[src/core/sab_pkg.sv]
// Constants and types of the autobuffer engine.
package sab_pkg;

    // Register addresses of the two autobuffer control registers.
    localparam logic [13:0] P0_CTRL_ADDR = 14'h3ff3;
    localparam logic [13:0] P1_CTRL_ADDR = 14'h3fef;
    localparam logic [15:0] CTRL_RESET   = 16'h0000;
    localparam logic [15:0] CTRL_MASK    = 16'h0fff;

    // Field positions inside an autobuffer control register.
    localparam int RX_ENABLE_BIT = 0;
    localparam int TX_ENABLE_BIT = 1;
    localparam int RX_MOD_LSB    = 2;
    localparam int RX_IDX_LSB    = 4;
    localparam int TX_MOD_LSB    = 7;
    localparam int TX_IDX_LSB    = 9;

    // Upper end of the overlaid data memory window.
    localparam logic [13:0] OVERLAY_LIMIT = 14'h1fff;

    // Default widths and depths.
    localparam int ADDR_W     = 14;
    localparam int DATA_W     = 16;
    localparam int PAGE_W     = 4;
    localparam int FIFO_DEPTH = 16;

    // Engine states.
    typedef enum logic [1:0] {
        ST_IDLE = 2'b00,
        ST_MOVE = 2'b01
    } eng_state_t;

endpackage

[src/core/sab_engine.sv]
// Serial port autobuffer engine.
// Summary of operation
// - Plain mode: interrupt once per word.
// - Each receive word steals one cycle; a transmit word steals until the memory read answers.
// - Multichannel: move only enabled channel words.
// - Moves target data memory only.
// - No per-word interrupt for autobuffered words.
// - Store or load at index, then post-modify.
// - Modify register shares generator with index.
// - Stolen cycle waits for instruction completion.
// - Move during idle leaves processor idle.
// - Interrupt when index wraps the buffer.
// - Receive wrap interrupt after last word stored.
// - Transmit wrap interrupt when last word loaded.
// - Moves outrank all but host/byte cycles.
// - Priority: p0 tx, p0 rx, p1 tx, p1 rx.
// - Separate tx/rx enables per control register.
// - Reset and reboot clear both enables.
// - Overlaid moves use current overlay page.
// - Disabled slots: no data, interrupt, move.
`timescale 1ns/1ps
module sab_engine import sab_pkg::*; #(
    parameter int AW    = ADDR_W,
    parameter int DW    = DATA_W,
    parameter int PW    = PAGE_W,
    parameter int DEPTH = FIFO_DEPTH
) (
    input  wire logic          SYS_CLK,
    input  wire logic          SRST,
    input  wire logic          CE,
    input  wire logic          REBOOT,
    input  wire logic [13:0]   REG_ADDR,
    input  wire logic [15:0]   REG_WDATA,
    input  wire logic          REG_WR,
    input  wire logic          REG_RD,
    output logic      [15:0]   REG_RDATA,
    input  wire logic [1:0]    RX_WORD_VALID,
    input  wire logic [1:0]    RX_SLOT_EN,
    input  wire logic [DW-1:0] RX_DATA_P0,
    input  wire logic [DW-1:0] RX_DATA_P1,
    input  wire logic [1:0]    TX_REG_FREE,
    input  wire logic [1:0]    TX_SLOT_EN,
    output logic      [1:0]    TX_LOAD,
    output logic      [DW-1:0] TX_LOAD_DATA,
    output logic      [1:0]    IRQ_TX,
    output logic      [1:0]    IRQ_RX,
    input  wire logic          INSTR_DONE,
    input  wire logic          CORE_IDLE,
    input  wire logic          HOST_DMA_CYCLE,
    input  wire logic          BYTE_DMA_CYCLE,
    output logic               STEAL,
    output logic      [2:0]    DAG_I_SEL,
    output logic      [2:0]    DAG_M_SEL,
    input  wire logic [AW-1:0] DAG_I,
    input  wire logic [AW-1:0] DAG_M,
    input  wire logic [AW-1:0] DAG_L,
    input  wire logic [AW-1:0] DAG_B,
    output logic               DAG_I_WE,
    output logic      [AW-1:0] DAG_I_NEW,
    input  wire logic [PW-1:0] OVL_PAGE,
    output logic               DM_RD,
    output logic      [AW-1:0] DM_ADDR,
    output logic      [PW-1:0] DM_PAGE,
    input  wire logic [DW-1:0] DM_RDATA,
    input  wire logic          DM_RD_ACK,
    output logic               DM_WR_VALID,
    input  wire logic          DM_WR_READY,
    output logic      [AW-1:0] DM_WR_ADDR,
    output logic      [DW-1:0] DM_WR_DATA,
    output logic      [PW-1:0] DM_WR_PAGE
);

    localparam int FW = PW + AW + DW;

    typedef struct packed {
        eng_state_t          st;
        logic [1:0][15:0]    ctrl;
        logic [3:0]          pend;
        logic [1:0][DW-1:0]  rxd;
        logic [1:0]          ch;
        logic                selv;
        logic [2:0]          isel;
        logic [2:0]          msel;
        logic                steal;
        logic                iwe;
        logic [AW-1:0]       inew;
        logic                wrap;
        logic                dmrd;
        logic [AW-1:0]       dmaddr;
        logic [PW-1:0]       dmpage;
        logic [1:0]          txload;
        logic [DW-1:0]       txdata;
        logic [3:0]          irq;
        logic [1:0]          rxirq_wait;
        logic [15:0]         rdata;
    } eng_t;

    eng_t            st_reg;
    eng_t            st_next;
    logic [AW-1:0]   wc_new;
    logic            wc_wrap;
    logic            f_push;
    logic            f_ready;
    logic            f_empty;
    logic [FW-1:0]   f_out;
    logic [FW-1:0]   f_in;
    logic [PW-1:0]   cur_page;
    logic [1:0][DW-1:0] rx_word;

    assign rx_word[0] = RX_DATA_P0;
    assign rx_word[1] = RX_DATA_P1;

    // Overlaid window uses the page selected at the move.
    assign cur_page = (DAG_I <= AW'(OVERLAY_LIMIT)) ? OVL_PAGE : '0;
    assign f_in     = {cur_page, DAG_I, st_reg.rxd[st_reg.ch[1]]};

    // Post-modify of the selected index.
    sab_wrap #(.AW(AW)) u_wrap (
        .idx     (DAG_I),
        .modv    (DAG_M),
        .len     (DAG_L),
        .base    (DAG_B),
        .new_idx (wc_new),
        .wrapped (wc_wrap)
    );

    // Received words queue here so memory wait states do not stall the port;
    // a full queue holds off the next receive move instead.
    sab_fifo #(.W(FW), .D(DEPTH)) u_fifo (
        .clk       (SYS_CLK),
        .srst      (SRST),
        .ce        (CE),
        .in_valid  (f_push),
        .in_ready  (f_ready),
        .in_data   (f_in),
        .out_valid (DM_WR_VALID),
        .out_ready (DM_WR_READY),
        .out_data  (f_out),
        .empty     (f_empty)
    );

    assign DM_WR_PAGE = f_out[FW-1 -: PW];
    assign DM_WR_ADDR = f_out[DW +: AW];
    assign DM_WR_DATA = f_out[DW-1:0];

    // All outputs but the data memory write port, which comes from the queue, come from the state register.
    assign REG_RDATA    = st_reg.rdata;
    assign TX_LOAD      = st_reg.txload;
    assign TX_LOAD_DATA = st_reg.txdata;
    assign IRQ_TX       = {st_reg.irq[2], st_reg.irq[0]};
    assign IRQ_RX       = {st_reg.irq[3], st_reg.irq[1]};
    assign STEAL        = st_reg.steal;
    assign DAG_I_SEL    = st_reg.isel;
    assign DAG_M_SEL    = st_reg.msel;
    assign DAG_I_WE     = st_reg.iwe;
    assign DAG_I_NEW    = st_reg.inew;
    assign DM_RD        = st_reg.dmrd;
    assign DM_ADDR      = st_reg.dmaddr;
    assign DM_PAGE      = st_reg.dmpage;

    // Next state: registers, arbitration, moves, events.
    always_comb begin
        logic [1:0]  pick;
        logic        any;
        logic        gate;
        logic [15:0] cr;
        pick    = 2'd0;
        any     = |st_reg.pend;
        gate    = 1'b0;
        cr      = '0;
        f_push  = 1'b0;
        st_next = st_reg;
        st_next.iwe    = 1'b0;
        st_next.dmrd   = 1'b0;
        st_next.txload = '0;
        st_next.irq    = '0;

        // Lowest channel number wins.
        for (int c = 3; c >= 0; c--) begin
            if (st_reg.pend[c]) begin
                pick = c[1:0];
            end
        end
        cr = st_reg.ctrl[pick[1]];

        // Control registers; a write drops any preselected index pair.
        if (REG_WR && REG_ADDR == P0_CTRL_ADDR) begin
            st_next.ctrl[0] = REG_WDATA & CTRL_MASK;
            st_next.selv = 1'b0;
        end
        if (REG_WR && REG_ADDR == P1_CTRL_ADDR) begin
            st_next.ctrl[1] = REG_WDATA & CTRL_MASK;
            st_next.selv = 1'b0;
        end
        if (REG_RD) begin
            st_next.rdata = (REG_ADDR == P0_CTRL_ADDR) ? st_reg.ctrl[0] :
                            (REG_ADDR == P1_CTRL_ADDR) ? st_reg.ctrl[1] : 16'h0000;
        end

        case (st_reg.st)
            ST_IDLE: begin
                // Select the pair one cycle ahead so a receive move itself takes one cycle.
                st_next.ch   = pick;
                st_next.selv = any && (!REG_WR || st_next.selv);
                st_next.isel = pick[0] ? cr[RX_IDX_LSB +: 3] : cr[TX_IDX_LSB +: 3];
                st_next.msel = {st_next.isel[2], pick[0] ? cr[RX_MOD_LSB +: 2] : cr[TX_MOD_LSB +: 2]};
                // Only at an instruction boundary or in idle, never over DMA cycles.
                gate = (INSTR_DONE || CORE_IDLE) && !HOST_DMA_CYCLE && !BYTE_DMA_CYCLE;
                if (st_reg.selv && any && st_reg.ch == pick && gate && (pick[0] ? f_ready : f_empty)) begin
                    st_next.st     = ST_MOVE;
                    st_next.steal  = 1'b1;
                    st_next.iwe    = 1'b1;
                    st_next.inew   = wc_new;
                    st_next.wrap   = wc_wrap;
                    st_next.dmaddr = DAG_I;
                    st_next.dmpage = cur_page;
                    st_next.dmrd   = !pick[0];
                    f_push         = pick[0];
                    st_next.pend[pick] = 1'b0;
                    st_next.selv   = 1'b0;
                end
            end
            ST_MOVE: begin
                // Receive finishes at once; transmit waits out memory wait states.
                if (st_reg.ch[0] || DM_RD_ACK) begin
                    st_next.st    = ST_IDLE;
                    st_next.steal = 1'b0;
                    if (!st_reg.ch[0]) begin
                        st_next.txload[st_reg.ch[1]] = 1'b1;
                        st_next.txdata = DM_RDATA;
                        st_next.irq[st_reg.ch] = st_reg.wrap;
                    end else if (st_reg.wrap) begin
                        st_next.rxirq_wait[st_reg.ch[1]] = 1'b1;
                    end
                end
            end
            default: begin
                st_next.st    = ST_IDLE;
                st_next.steal = 1'b0;
            end
        endcase

        // Receive wrap is reported once the queue has drained.
        for (int p = 0; p < 2; p++) begin
            if (st_reg.rxirq_wait[p] && f_empty) begin
                st_next.irq[2*p+1] = 1'b1;
                st_next.rxirq_wait[p] = 1'b0;
            end
        end

        // Port events; a new request beats a clear in the same cycle.
        for (int p = 0; p < 2; p++) begin
            if (RX_WORD_VALID[p] && RX_SLOT_EN[p]) begin
                if (st_reg.ctrl[p][RX_ENABLE_BIT]) begin
                    st_next.pend[2*p+1] = 1'b1;
                    st_next.rxd[p] = rx_word[p];
                end else begin
                    st_next.irq[2*p+1] = 1'b1;
                end
            end
            if (TX_REG_FREE[p] && TX_SLOT_EN[p]) begin
                if (st_reg.ctrl[p][TX_ENABLE_BIT]) begin
                    st_next.pend[2*p] = 1'b1;
                end else begin
                    st_next.irq[2*p] = 1'b1;
                end
            end
        end

        // Reboot clears enables and abandons moves in flight.
        if (REBOOT) begin
            for (int p = 0; p < 2; p++) begin
                st_next.ctrl[p][RX_ENABLE_BIT] = 1'b0;
                st_next.ctrl[p][TX_ENABLE_BIT] = 1'b0;
            end
            st_next.pend       = '0;
            st_next.st         = ST_IDLE;
            st_next.steal      = 1'b0;
            st_next.selv       = 1'b0;
            st_next.rxirq_wait = '0;
        end
    end

    // Reset clears controls and idles the engine.
    always_ff @(posedge SYS_CLK) begin
        if (SRST) begin
            st_reg <= '0;
        end else if (CE) begin
            st_reg <= st_next;
        end
    end
endmodule

[src/core/sab_fifo.sv]
// Parameterised FIFO with valid/ready on both sides.
`timescale 1ns/1ps
module sab_fifo #(
    parameter int W = 34,
    parameter int D = 16
) (
    input  wire logic         clk,
    input  wire logic         srst,
    input  wire logic         ce,
    input  wire logic         in_valid,
    output logic              in_ready,
    input  wire logic [W-1:0] in_data,
    output logic              out_valid,
    input  wire logic         out_ready,
    output logic      [W-1:0] out_data,
    output logic              empty
);

    localparam int PW = $clog2(D);

    typedef struct packed {
        logic [D-1:0][W-1:0] mem;
        logic [PW-1:0]       wp;
        logic [PW-1:0]       rp;
        logic [PW:0]         cnt;
    } fifo_t;

    fifo_t st_reg;
    fifo_t st_next;
    logic  push;
    logic  pop;

    // Full and empty come from the count, so they never lie.
    assign in_ready  = (st_reg.cnt != (PW+1)'(D));
    assign empty     = (st_reg.cnt == '0);
    assign out_valid = !empty;
    assign out_data  = st_reg.mem[st_reg.rp];
    assign push      = in_valid && in_ready;
    assign pop       = out_valid && out_ready;

    // Explicit wrap keeps any depth legal.
    always_comb begin
        st_next = st_reg;
        if (push) begin
            st_next.mem[st_reg.wp] = in_data;
            st_next.wp = (st_reg.wp == PW'(D-1)) ? '0 : st_reg.wp + 1'b1;
        end
        if (pop) begin
            st_next.rp = (st_reg.rp == PW'(D-1)) ? '0 : st_reg.rp + 1'b1;
        end
        st_next.cnt = st_reg.cnt + (PW+1)'(push) - (PW+1)'(pop);
    end

    always_ff @(posedge clk) begin
        if (srst) begin
            st_reg <= '0;
        end else if (ce) begin
            st_reg <= st_next;
        end
    end

endmodule

[src/core/sab_wrap.sv]
// Circular post-modify of an index with wrap detection.
`timescale 1ns/1ps
module sab_wrap #(
    parameter int AW = 14
) (
    input  wire logic [AW-1:0] idx,
    input  wire logic [AW-1:0] modv,
    input  wire logic [AW-1:0] len,
    input  wire logic [AW-1:0] base,
    output logic      [AW-1:0] new_idx,
    output logic               wrapped
);

    logic signed [AW+1:0] sum;
    logic signed [AW+1:0] lo;
    logic signed [AW+1:0] hi;

    // Modify is signed; a zero length means linear addressing with no wrap.
    always_comb begin
        sum     = $signed({2'b00, idx}) + $signed({{2{modv[AW-1]}}, modv});
        lo      = $signed({2'b00, base});
        hi      = $signed({2'b00, base}) + $signed({2'b00, len});
        new_idx = sum[AW-1:0];
        wrapped = 1'b0;
        if (len != '0) begin
            if (sum >= hi) begin
                new_idx = AW'(sum - $signed({2'b00, len}));
                wrapped = 1'b1;
            end else if (sum < lo) begin
                new_idx = AW'(sum + $signed({2'b00, len}));
                wrapped = 1'b1;
            end
        end
    end

endmodule

[config.mk]
export PLATFORM = sky130hd
export DESIGN_NAME = sab_engine
export DESIGN_NICKNAME = d
export VERILOG_FILES = /design/src/core/sab_pkg.sv /design/src/core/sab_engine.sv /design/src/core/sab_fifo.sv /design/src/core/sab_wrap.sv
export SDC_FILE = /design/constraint.sdc
export NUM_CORES = 2
export LEC_CHECK = 0
export BUFFER_PORTS_ARGS = -buffer_cell sky130_fd_sc_hd__buf_2
export CELL_PAD_IN_SITES_DETAIL_PLACEMENT = 2
export CELL_PAD_IN_SITES_GLOBAL_PLACEMENT = 2
export CORE_ASPECT_RATIO = 0.7
export CORE_MARGIN = 5
export CORE_UTILIZATION = 39
export DETAILED_ROUTE_END_ITERATION = 16
export PLACE_DENSITY = 0.87
export SLEW_MARGIN = 20
export SYNTH_ARGS = -nofsm -noshare
export SYNTH_HDL_FRONTEND = slang
export SYNTH_SLANG_ARGS = --single-unit
[constraint.sdc]
create_clock -name SYS_CLK -period 8.8 [get_ports SYS_CLK]
set_clock_uncertainty 0.1 [all_clocks]
set_input_delay 2.64 -clock SYS_CLK [delete_from_list [all_inputs] [get_ports SYS_CLK]]
set_output_delay 2.64 -clock SYS_CLK [all_outputs]
set_load 0.05 [all_outputs]
# Word level (Yosys, flattened, before mapping)
# Cells that the tools add are included.
dict set report op_classes {
  bitwise_logic 5
  add_sub_neg 8
  mux 81
  magnitude_cmp 13
  n_eq_ne 9
  reduce_logical 58
}
# op n
set ops {}
lappend ops {{bitwise mux 544 bit} 1}
lappend ops {{binary-select mux 34 bit (select 4 bit)} 1}
lappend ops {{demux 34 bit (select 4 bit)} 1}
lappend ops {{two-way mux 34 bit} 2}
lappend ops {{two-way mux 12 bit} 4}
lappend ops {{two-way mux 24 bit} 2}
lappend ops {{two-way mux 14 bit} 3}
lappend ops {{two-way mux 36 bit} 1}
lappend ops {{two-way mux 1 bit} 35}
lappend ops {{two-way mux 35 bit} 1}
lappend ops {{two-way mux 16 bit} 2}
lappend ops {{== test 14 bit (second input constant)} 2}
lappend ops {{two-way mux 2 bit} 14}
lappend ops {{nonzero test 3 bit} 8}
lappend ops {{two-way mux 22 bit} 1}
lappend ops {{logical AND 1 bit} 21}
lappend ops {{two-way mux 4 bit} 5}
lappend ops {{adder 15 x 14 -> 16 bit} 1}
lappend ops {{>= comparator 16 bit} 1}
lappend ops {{less-than comparator 16 x 15 -> 1 bit} 1}
lappend ops {{AND reduction 2 bit} 8}
lappend ops {{adder 14 x 14 -> 15 bit} 1}
lappend ops {{adder 14 bit} 1}
lappend ops {{less-or-equal comparator 14 x 13 -> 1 bit (second input constant)} 1}
lappend ops {{36 further kinds} 56}
dict set report word_totals {
  input_bits 158
  ff_bits 704
  elab_cells 218
  output_inout_bits 114
}

# Logic depth before layout (Yosys ltp)
dict set report logic_depth {
  depth_word 15
  ltp_mapped 24
  mapped_depth_nobuf 22
}

# Cells and area by module
# From an unflattened synthesis, not the netlist that was laid out.
dict set report unflattened {
  cells_unflattened 4135
  area_unflattened_um2 34565.7
}
# module cells_per_inst seq_area_each_um2 n_inst area_each_um2
set by_module_without_submodules {}
lappend by_module_without_submodules {sab_fifo 2850 11150.7 1 24170.7}
lappend by_module_without_submodules {sab_engine 811 2822.7 1 6811.5}
lappend by_module_without_submodules {sab_wrap 474 0.0 1 3583.4}

# Least setup slack after synthesis
# Ideal clock, no wire load.
dict set report synth_timing {
  path_kind {input port to flip-flop}
  start {in DAG_I[1]}
  end {reg st_reg (netlist bit DAG_I_NEW[12])}
  arrival_ns 7.102
  setup_time_ns 0.117
  required_ns 8.583
  stages 22
  n_path_buf 3
  setup_slack_ns 1.481
  path_cell_list {clkbuf_1 > clkbuf_1 > inv_1 > fa_1 > nor2b_1 > o21ai_0 > a21oi_1 > nor2_1 > o21ai_0 > xor2_1 > ha_1 > nand4_1 > nor2_1 > a221oi_1 > or4_1 > o31ai_1 > a311o_1 > a221o_1 > buf_6 > a211oi_4 > a221oi_1 > a22o_1}
}
dict set report synth_between {
  elab_chain_cells 5
  elab_cells_between_ends 8
  cone_classes {add/sub (3); order compare (2); mux (3)}
}
# item line
set synth_rtl {}
lappend synth_rtl {{start, declared} sab_engine.sv:54} ;# input wire logic [AW-1:0] DAG_I,
lappend synth_rtl {{adder 15 x 14 -> 16 bit (*)} sab_wrap.sv:20} ;# sum = $signed({2'b00, idx}) + $signed({{2{modv[AW-1]}}, modv});
lappend synth_rtl {{adder 14 bit or less-than comparator 16 x 15 -> 1 bit (tied branches)} {sab_wrap.sv:30, sab_wrap.sv:29}}
lappend synth_rtl {{two-way mux 14 bit} sab_wrap.sv:29} ;# end else if (sum < lo) begin
lappend synth_rtl {{two-way mux 14 bit} sab_wrap.sv:26} ;# if (sum >= hi) begin
lappend synth_rtl {{two-way mux 14 bit (*)} sab_wrap.sv:25} ;# if (len != '0) begin
lappend synth_rtl {{end signal, assigned} sab_engine.sv:289} ;# st_reg <= st_next;
lappend synth_rtl {{end, declared} sab_engine.sv:98} ;# eng_t st_reg;
# Mark *: on every way between the ends. The rest lies on a longest branch, timed or not.
# A chain may end at the register's enable or synchronous reset.

# Final worst setup path
dict set report layout_timing {
  start {in DAG_I[0]}
  end {reg st_reg (netlist bit DAG_I_NEW[1])}
}
# Same word-level chain as after synthesis.

==> summary.md <==
| Metric | Value |
|---|---|
| Status | `finished clean` |
| Ys async rst share | `0` |
| Placer Congestion | `0.8777` |
| R2R Setup Slk | `3970 ps` |
| Sw frac | `0.2856` |
| Largest net degree at the start of global routing | `192` |
| Yosys Warn Count | `0` |
| DIE AREA | `92720 sq um` |
| Most common cell on crit path | `a21oi_1` |
| Clk_lat worst skew | `650 ps` |
| Post-synthesis register bit count | `698` |
| Worst Hold Endpoint | `DAG_I_NEW[9]$_SDFFE_PP0P_` |
| CTS tree | `done` |
| 1st-pass router iterations | `5` |
| Residual DRC | `0` |
| Global route overflow | `0` |
| Crit path capture type | `flip-flop` |
| Postcts setup bufs | `0` |
| CP delay by family, top | `compound AO/OA/AOI/OAI gates` |
| I/O Pins | `272` |
| Initial Utilization | `0.3928` |
| CTS max path bufs | `3` |
| NetSw | `2163 uW` |
| Cell Pwr Density | `200.2 nW/um^2` |
| Worst Hold Class | `flip-flop to flip-flop` |
| Max-slew headroom | `0.2233` |
| Number of synthesized flops with an enable pin | `0` |
| Worst Path Arrival | `8640 ps` |
| CP cell instances | `buf_2 -> ha_1 -> inv_1 -> fa_1 -> nor2b_1 -> o21ai_0 -> a21oi_1 -> o31a_1 -> nor2b_1 -> xor2_1 -> ha_1 -> a21o_1 -> a21o_1 -> a21oi_1 -> o21ai_0 -> o211ai_1 -> a21oi_1 -> buf_4 -> o31ai_4 -> a21oi_1 -> a22o_1` |
| Final #Nets | `3671` |
| RSZ-0062 raised after global routing | `false` |
| Antenna-violating nets left | `0` |
| Max Cap Viol | `0` |
| Critical path class | `input port to flip-flop` |
| Reg2reg end | `u_fifo.st_reg[268]$_SDFFE_PP0P_` |
| Mapped Area | `33790 sq um` |
| CTS root buf | `clkbuf_16` |
| WP data required | `9240 ps` |
| Post-Synthesis Cells | `3405` |
| Routed WL per cell | `28.14 um` |
| Die Ht | `256.3 um` |
| Internal power | `5411 uW` |
| Most used flip-flop cell after synthesis | `dfxtp_1` |
| # setup viols final | `0` |
| CP peak stage delay | `720 ps` |
| Post-Place Worst Slack | `484.9 ps` |
| RR Startpoint | `u_fifo.st_reg[3]$_SDFFE_PP0P_` |
| Core ar. | `86030 sq um` |
| Sequential cell area fraction in the yosys report | `0.4135` |
| Final worst slack | `597.0 ps` |
| Global-route wire length before repair | `196300 um` |
| Initial antenna violation count | `2` |
| Placed cell count | `4494` |
| Chip width | `361.8 um` |
| Port bufs | `263` |
| Num CTS Buffers | `72` |
| DRT iter0 DRCs | `2008` |
| Area Growth Syn to Fin | `11.96%` |
| Vias | `27136` |
| Final instance area | `37830 sq um` |
| Clk sinks | `698` |
| R2r worst-path depth | `13` |
| Post-CTS sizing | `0` |
| CP startpoint kind | `input port` |
| Post-CTS Hold Fix Bufs | `0` |
| H-tree depth | `3` |
| Final worst-path cycle share | `0.9322` |
| Clock share of power | `0.437` |
| Fin crit period | `8203 ps` |
| Final Max Tran Viols | `0` |
| CP Max Fanout | `20` |
| Worst Tran Pin Value | `1157 ps` |
| Hold Fails Final Rpt | `0` |
| GRT Overall Usage | `0.2724` |
| DR vias/cell | `5.865` |
| Leakage power | `0.01800 uW` |
| Yosys cell types | `81` |
| Critical path's slowest cell | `o31ai_4` |
| Worst path buffer plus inverter count | `3` |
| Final wirelength | `130200 um` |
| Gate power share | `0.141` |
| Finished Layout Cells | `4627` |
| Worst Setup SP | `DAG_I[0]` |
| Placed Area | `35360 sq um` |
| Clk pin slew, worst setup/hold paths | `70 ps` |
| FMAX | `0.1219 GHz` |
| Max FFs per register | `557` |
| Setup_tns | `0 ps` |
| DPL Wire Length | `76860 um` |
| Tot Pwr | `7573 uW` |
| Hold path startpoint | `DAG_I_NEW[9]$_SDFFE_PP0P_` |
| Post-synthesis average cell area | `9.924 sq um` |
| Peak VDD IR | `129.8 uV` |
| Share of cells above drive strength 1 | `0.1835` |
| Worst hold stages | `2` |
| Vias in the first global route | `30819` |
| Row count | `90` |
| Filler instances | `8964` |
| Seq pwr share | `0.422` |
worst reg2reg max path: cells and delay by family, from the launching register on:
family | cells | cell delay (ps)
compound gates | 3 | 860
mux | 2 | 680
simple gates | 5 | 1910
fa+ha+maj | 1 | 200
flops | 1 | 330
buf+inv | 2 | 590
worst max-delay path by stage:
stage | end | slack (ps) | cells after the start
after CTS | DAG_I_NEW[10]$_SDFFE_PP0P_ | 840 | 21
after global placement | DAG_I_NEW[1]$_SDFFE_PP0P_ | 770 | 21
after detailed placement | DAG_I_NEW[1]$_SDFFE_PP0P_ | 480 | 21
after floorplan | DAG_I_NEW[12]$_SDFFE_PP0P_ | 1480 | 22
final | DAG_I_NEW[1]$_SDFFE_PP0P_ | 600 | 21
after global routing | DAG_I_NEW[1]$_SDFFE_PP0P_ | 520 | 21
cells by family (layout without fill, tap and decap cells):
logic type / count (synthesis) / after routing / synth area share
AOI/OAI and AO/OA: 383 / 383 / 0.07202
and+or+nand+nor: 1024 / 1024 / 0.1264
buffers and inverters: 429 / 497 / 0.05828
adders and majority gates: 95 / 95 / 0.03629
other: 1 / 5 / 0.0001110
DFF: 698 / 698 / 0.4135
xor gates and xnor gates: 45 / 45 / 0.01166
muxes: 730 / 730 / 0.2817
Yosys cell counts, types with 3 or more instances:
library cell	instances	area share
buf_4	76	0.017
o21a_1	6	0.0013
mux2i_1	538	0.16
xor2_1	13	0.0034
fa_1	5	0.0030
nor2_1	630	0.070
buf_1	25	0.0028
mux2_2	16	0.0053
buf_2	53	0.0078
ha_1	90	0.033
nand2b_1	14	0.0026
a221oi_1	8	0.0021
inv_1	67	0.0074
nor3_1	25	0.0037
nand4_1	20	0.0037
a21oi_1	165	0.024
nand2_1	217	0.024
and3_1	10	0.0019
o21bai_1	15	0.0033
o211ai_1	5	0.0011
clkbuf_1	207	0.023
a22o_1	4	0.0010
nand3_1	37	0.0055
nand3b_1	17	0.0038
a211oi_1	25	0.0056
mux4_2	175	0.12
nor4_1	3	0.00056
a22oi_1	20	0.0044
and4_1	3	0.00078
nor2b_1	23	0.0043
dfxtp_1	698	0.41
xnor2_1	32	0.0083
a21o_1	21	0.0047
or3_1	6	0.0011
o21ai_1	23	0.0034
and2_1	3	0.00056
o21ai_0	33	0.0049
a31oi_1	16	0.0030
routing by layer:
metal	GRT usage	up-vias	wire, um
met3	0.05038	335	6868
li1	-	11845	-
met4	0.1064	0	5372
met1	0.3395	14009	54230
met5	0	-	0
met2	0.4684	947	63720
per-stage QoR:
stage	hold WS (ps)	utilization
4_1_cts	344.8	0.4397
2_1_floorplan	316.8	-
6_report	340.9	0.4397
5_1_grt	367.2	0.4397
3_3_place_gp	324.3	0.4110
3_5_place_dp	334.0	0.4110
layout make-up:
cell class | instances | area (sq um) | share of cell area
inverters | 67 | 251.5 | 0.006648
multi-input cells | 2281 | 18020 | 0.4763
flip-flops and latches | 698 | 13990 | 0.3697
repair buffers | 298 | 1664 | 0.04399
clock inverters | 27 | 341.6 | 0.009029
diodes | 1 | 2.502 | 0.00006615
well taps | 1150 | 1439 | 0.03803
clock buffers | 105 | 2127 | 0.05622
power groups by stage:
| stage | Sequential, uW | Combinational (uW) | Clock (uW) |
|---|---|---|---|
| final | 3190 | 1070 | 3310 |
| after global routing | 3190 | 1130 | 3480 |
| after CTS | 3190 | 1040 | 3350 |
| after detailed placement | 3260 | 994 | 0 |
| after global placement | 3260 | 942 | 0 |
| after floorplan | 3250 | 701 | 0 |
cells in the final DEF (no fill, tap or decap), types with 5 or more instances in the layout:
| cell | n |
|---|---|
| a211oi_1 | 25 |
| a21o_1 | 21 |
| a21oi_1 | 165 |
| a221oi_1 | 8 |
| a22oi_1 | 20 |
| a31oi_1 | 16 |
| and3_1 | 10 |
| buf_12 | 6 |
| buf_2 | 262 |
| buf_4 | 29 |
| bufinv_16 | 6 |
| clkbuf_1 | 14 |
| clkbuf_16 | 73 |
| clkbuf_8 | 18 |
| clkinv_2 | 12 |
| dfxtp_1 | 694 |
| fa_1 | 5 |
| ha_1 | 90 |
| inv_1 | 67 |
| mux2_2 | 16 |
| mux2i_1 | 538 |
| mux4_2 | 175 |
| nand2_1 | 217 |
| nand2b_1 | 14 |
| nand3_1 | 25 |
| nand3_4 | 12 |
| nand3b_1 | 17 |
| nand4_1 | 20 |
| nor2_1 | 628 |
| nor2b_1 | 23 |
| nor3_1 | 25 |
| o211ai_1 | 5 |
| o21a_1 | 6 |
| o21ai_0 | 33 |
| o21ai_1 | 23 |
| o21bai_1 | 15 |
| or3_1 | 6 |
| xnor2_1 | 32 |
| xor2_1 | 13 |
Note: power is estimated with default switching activity, not from simulation.
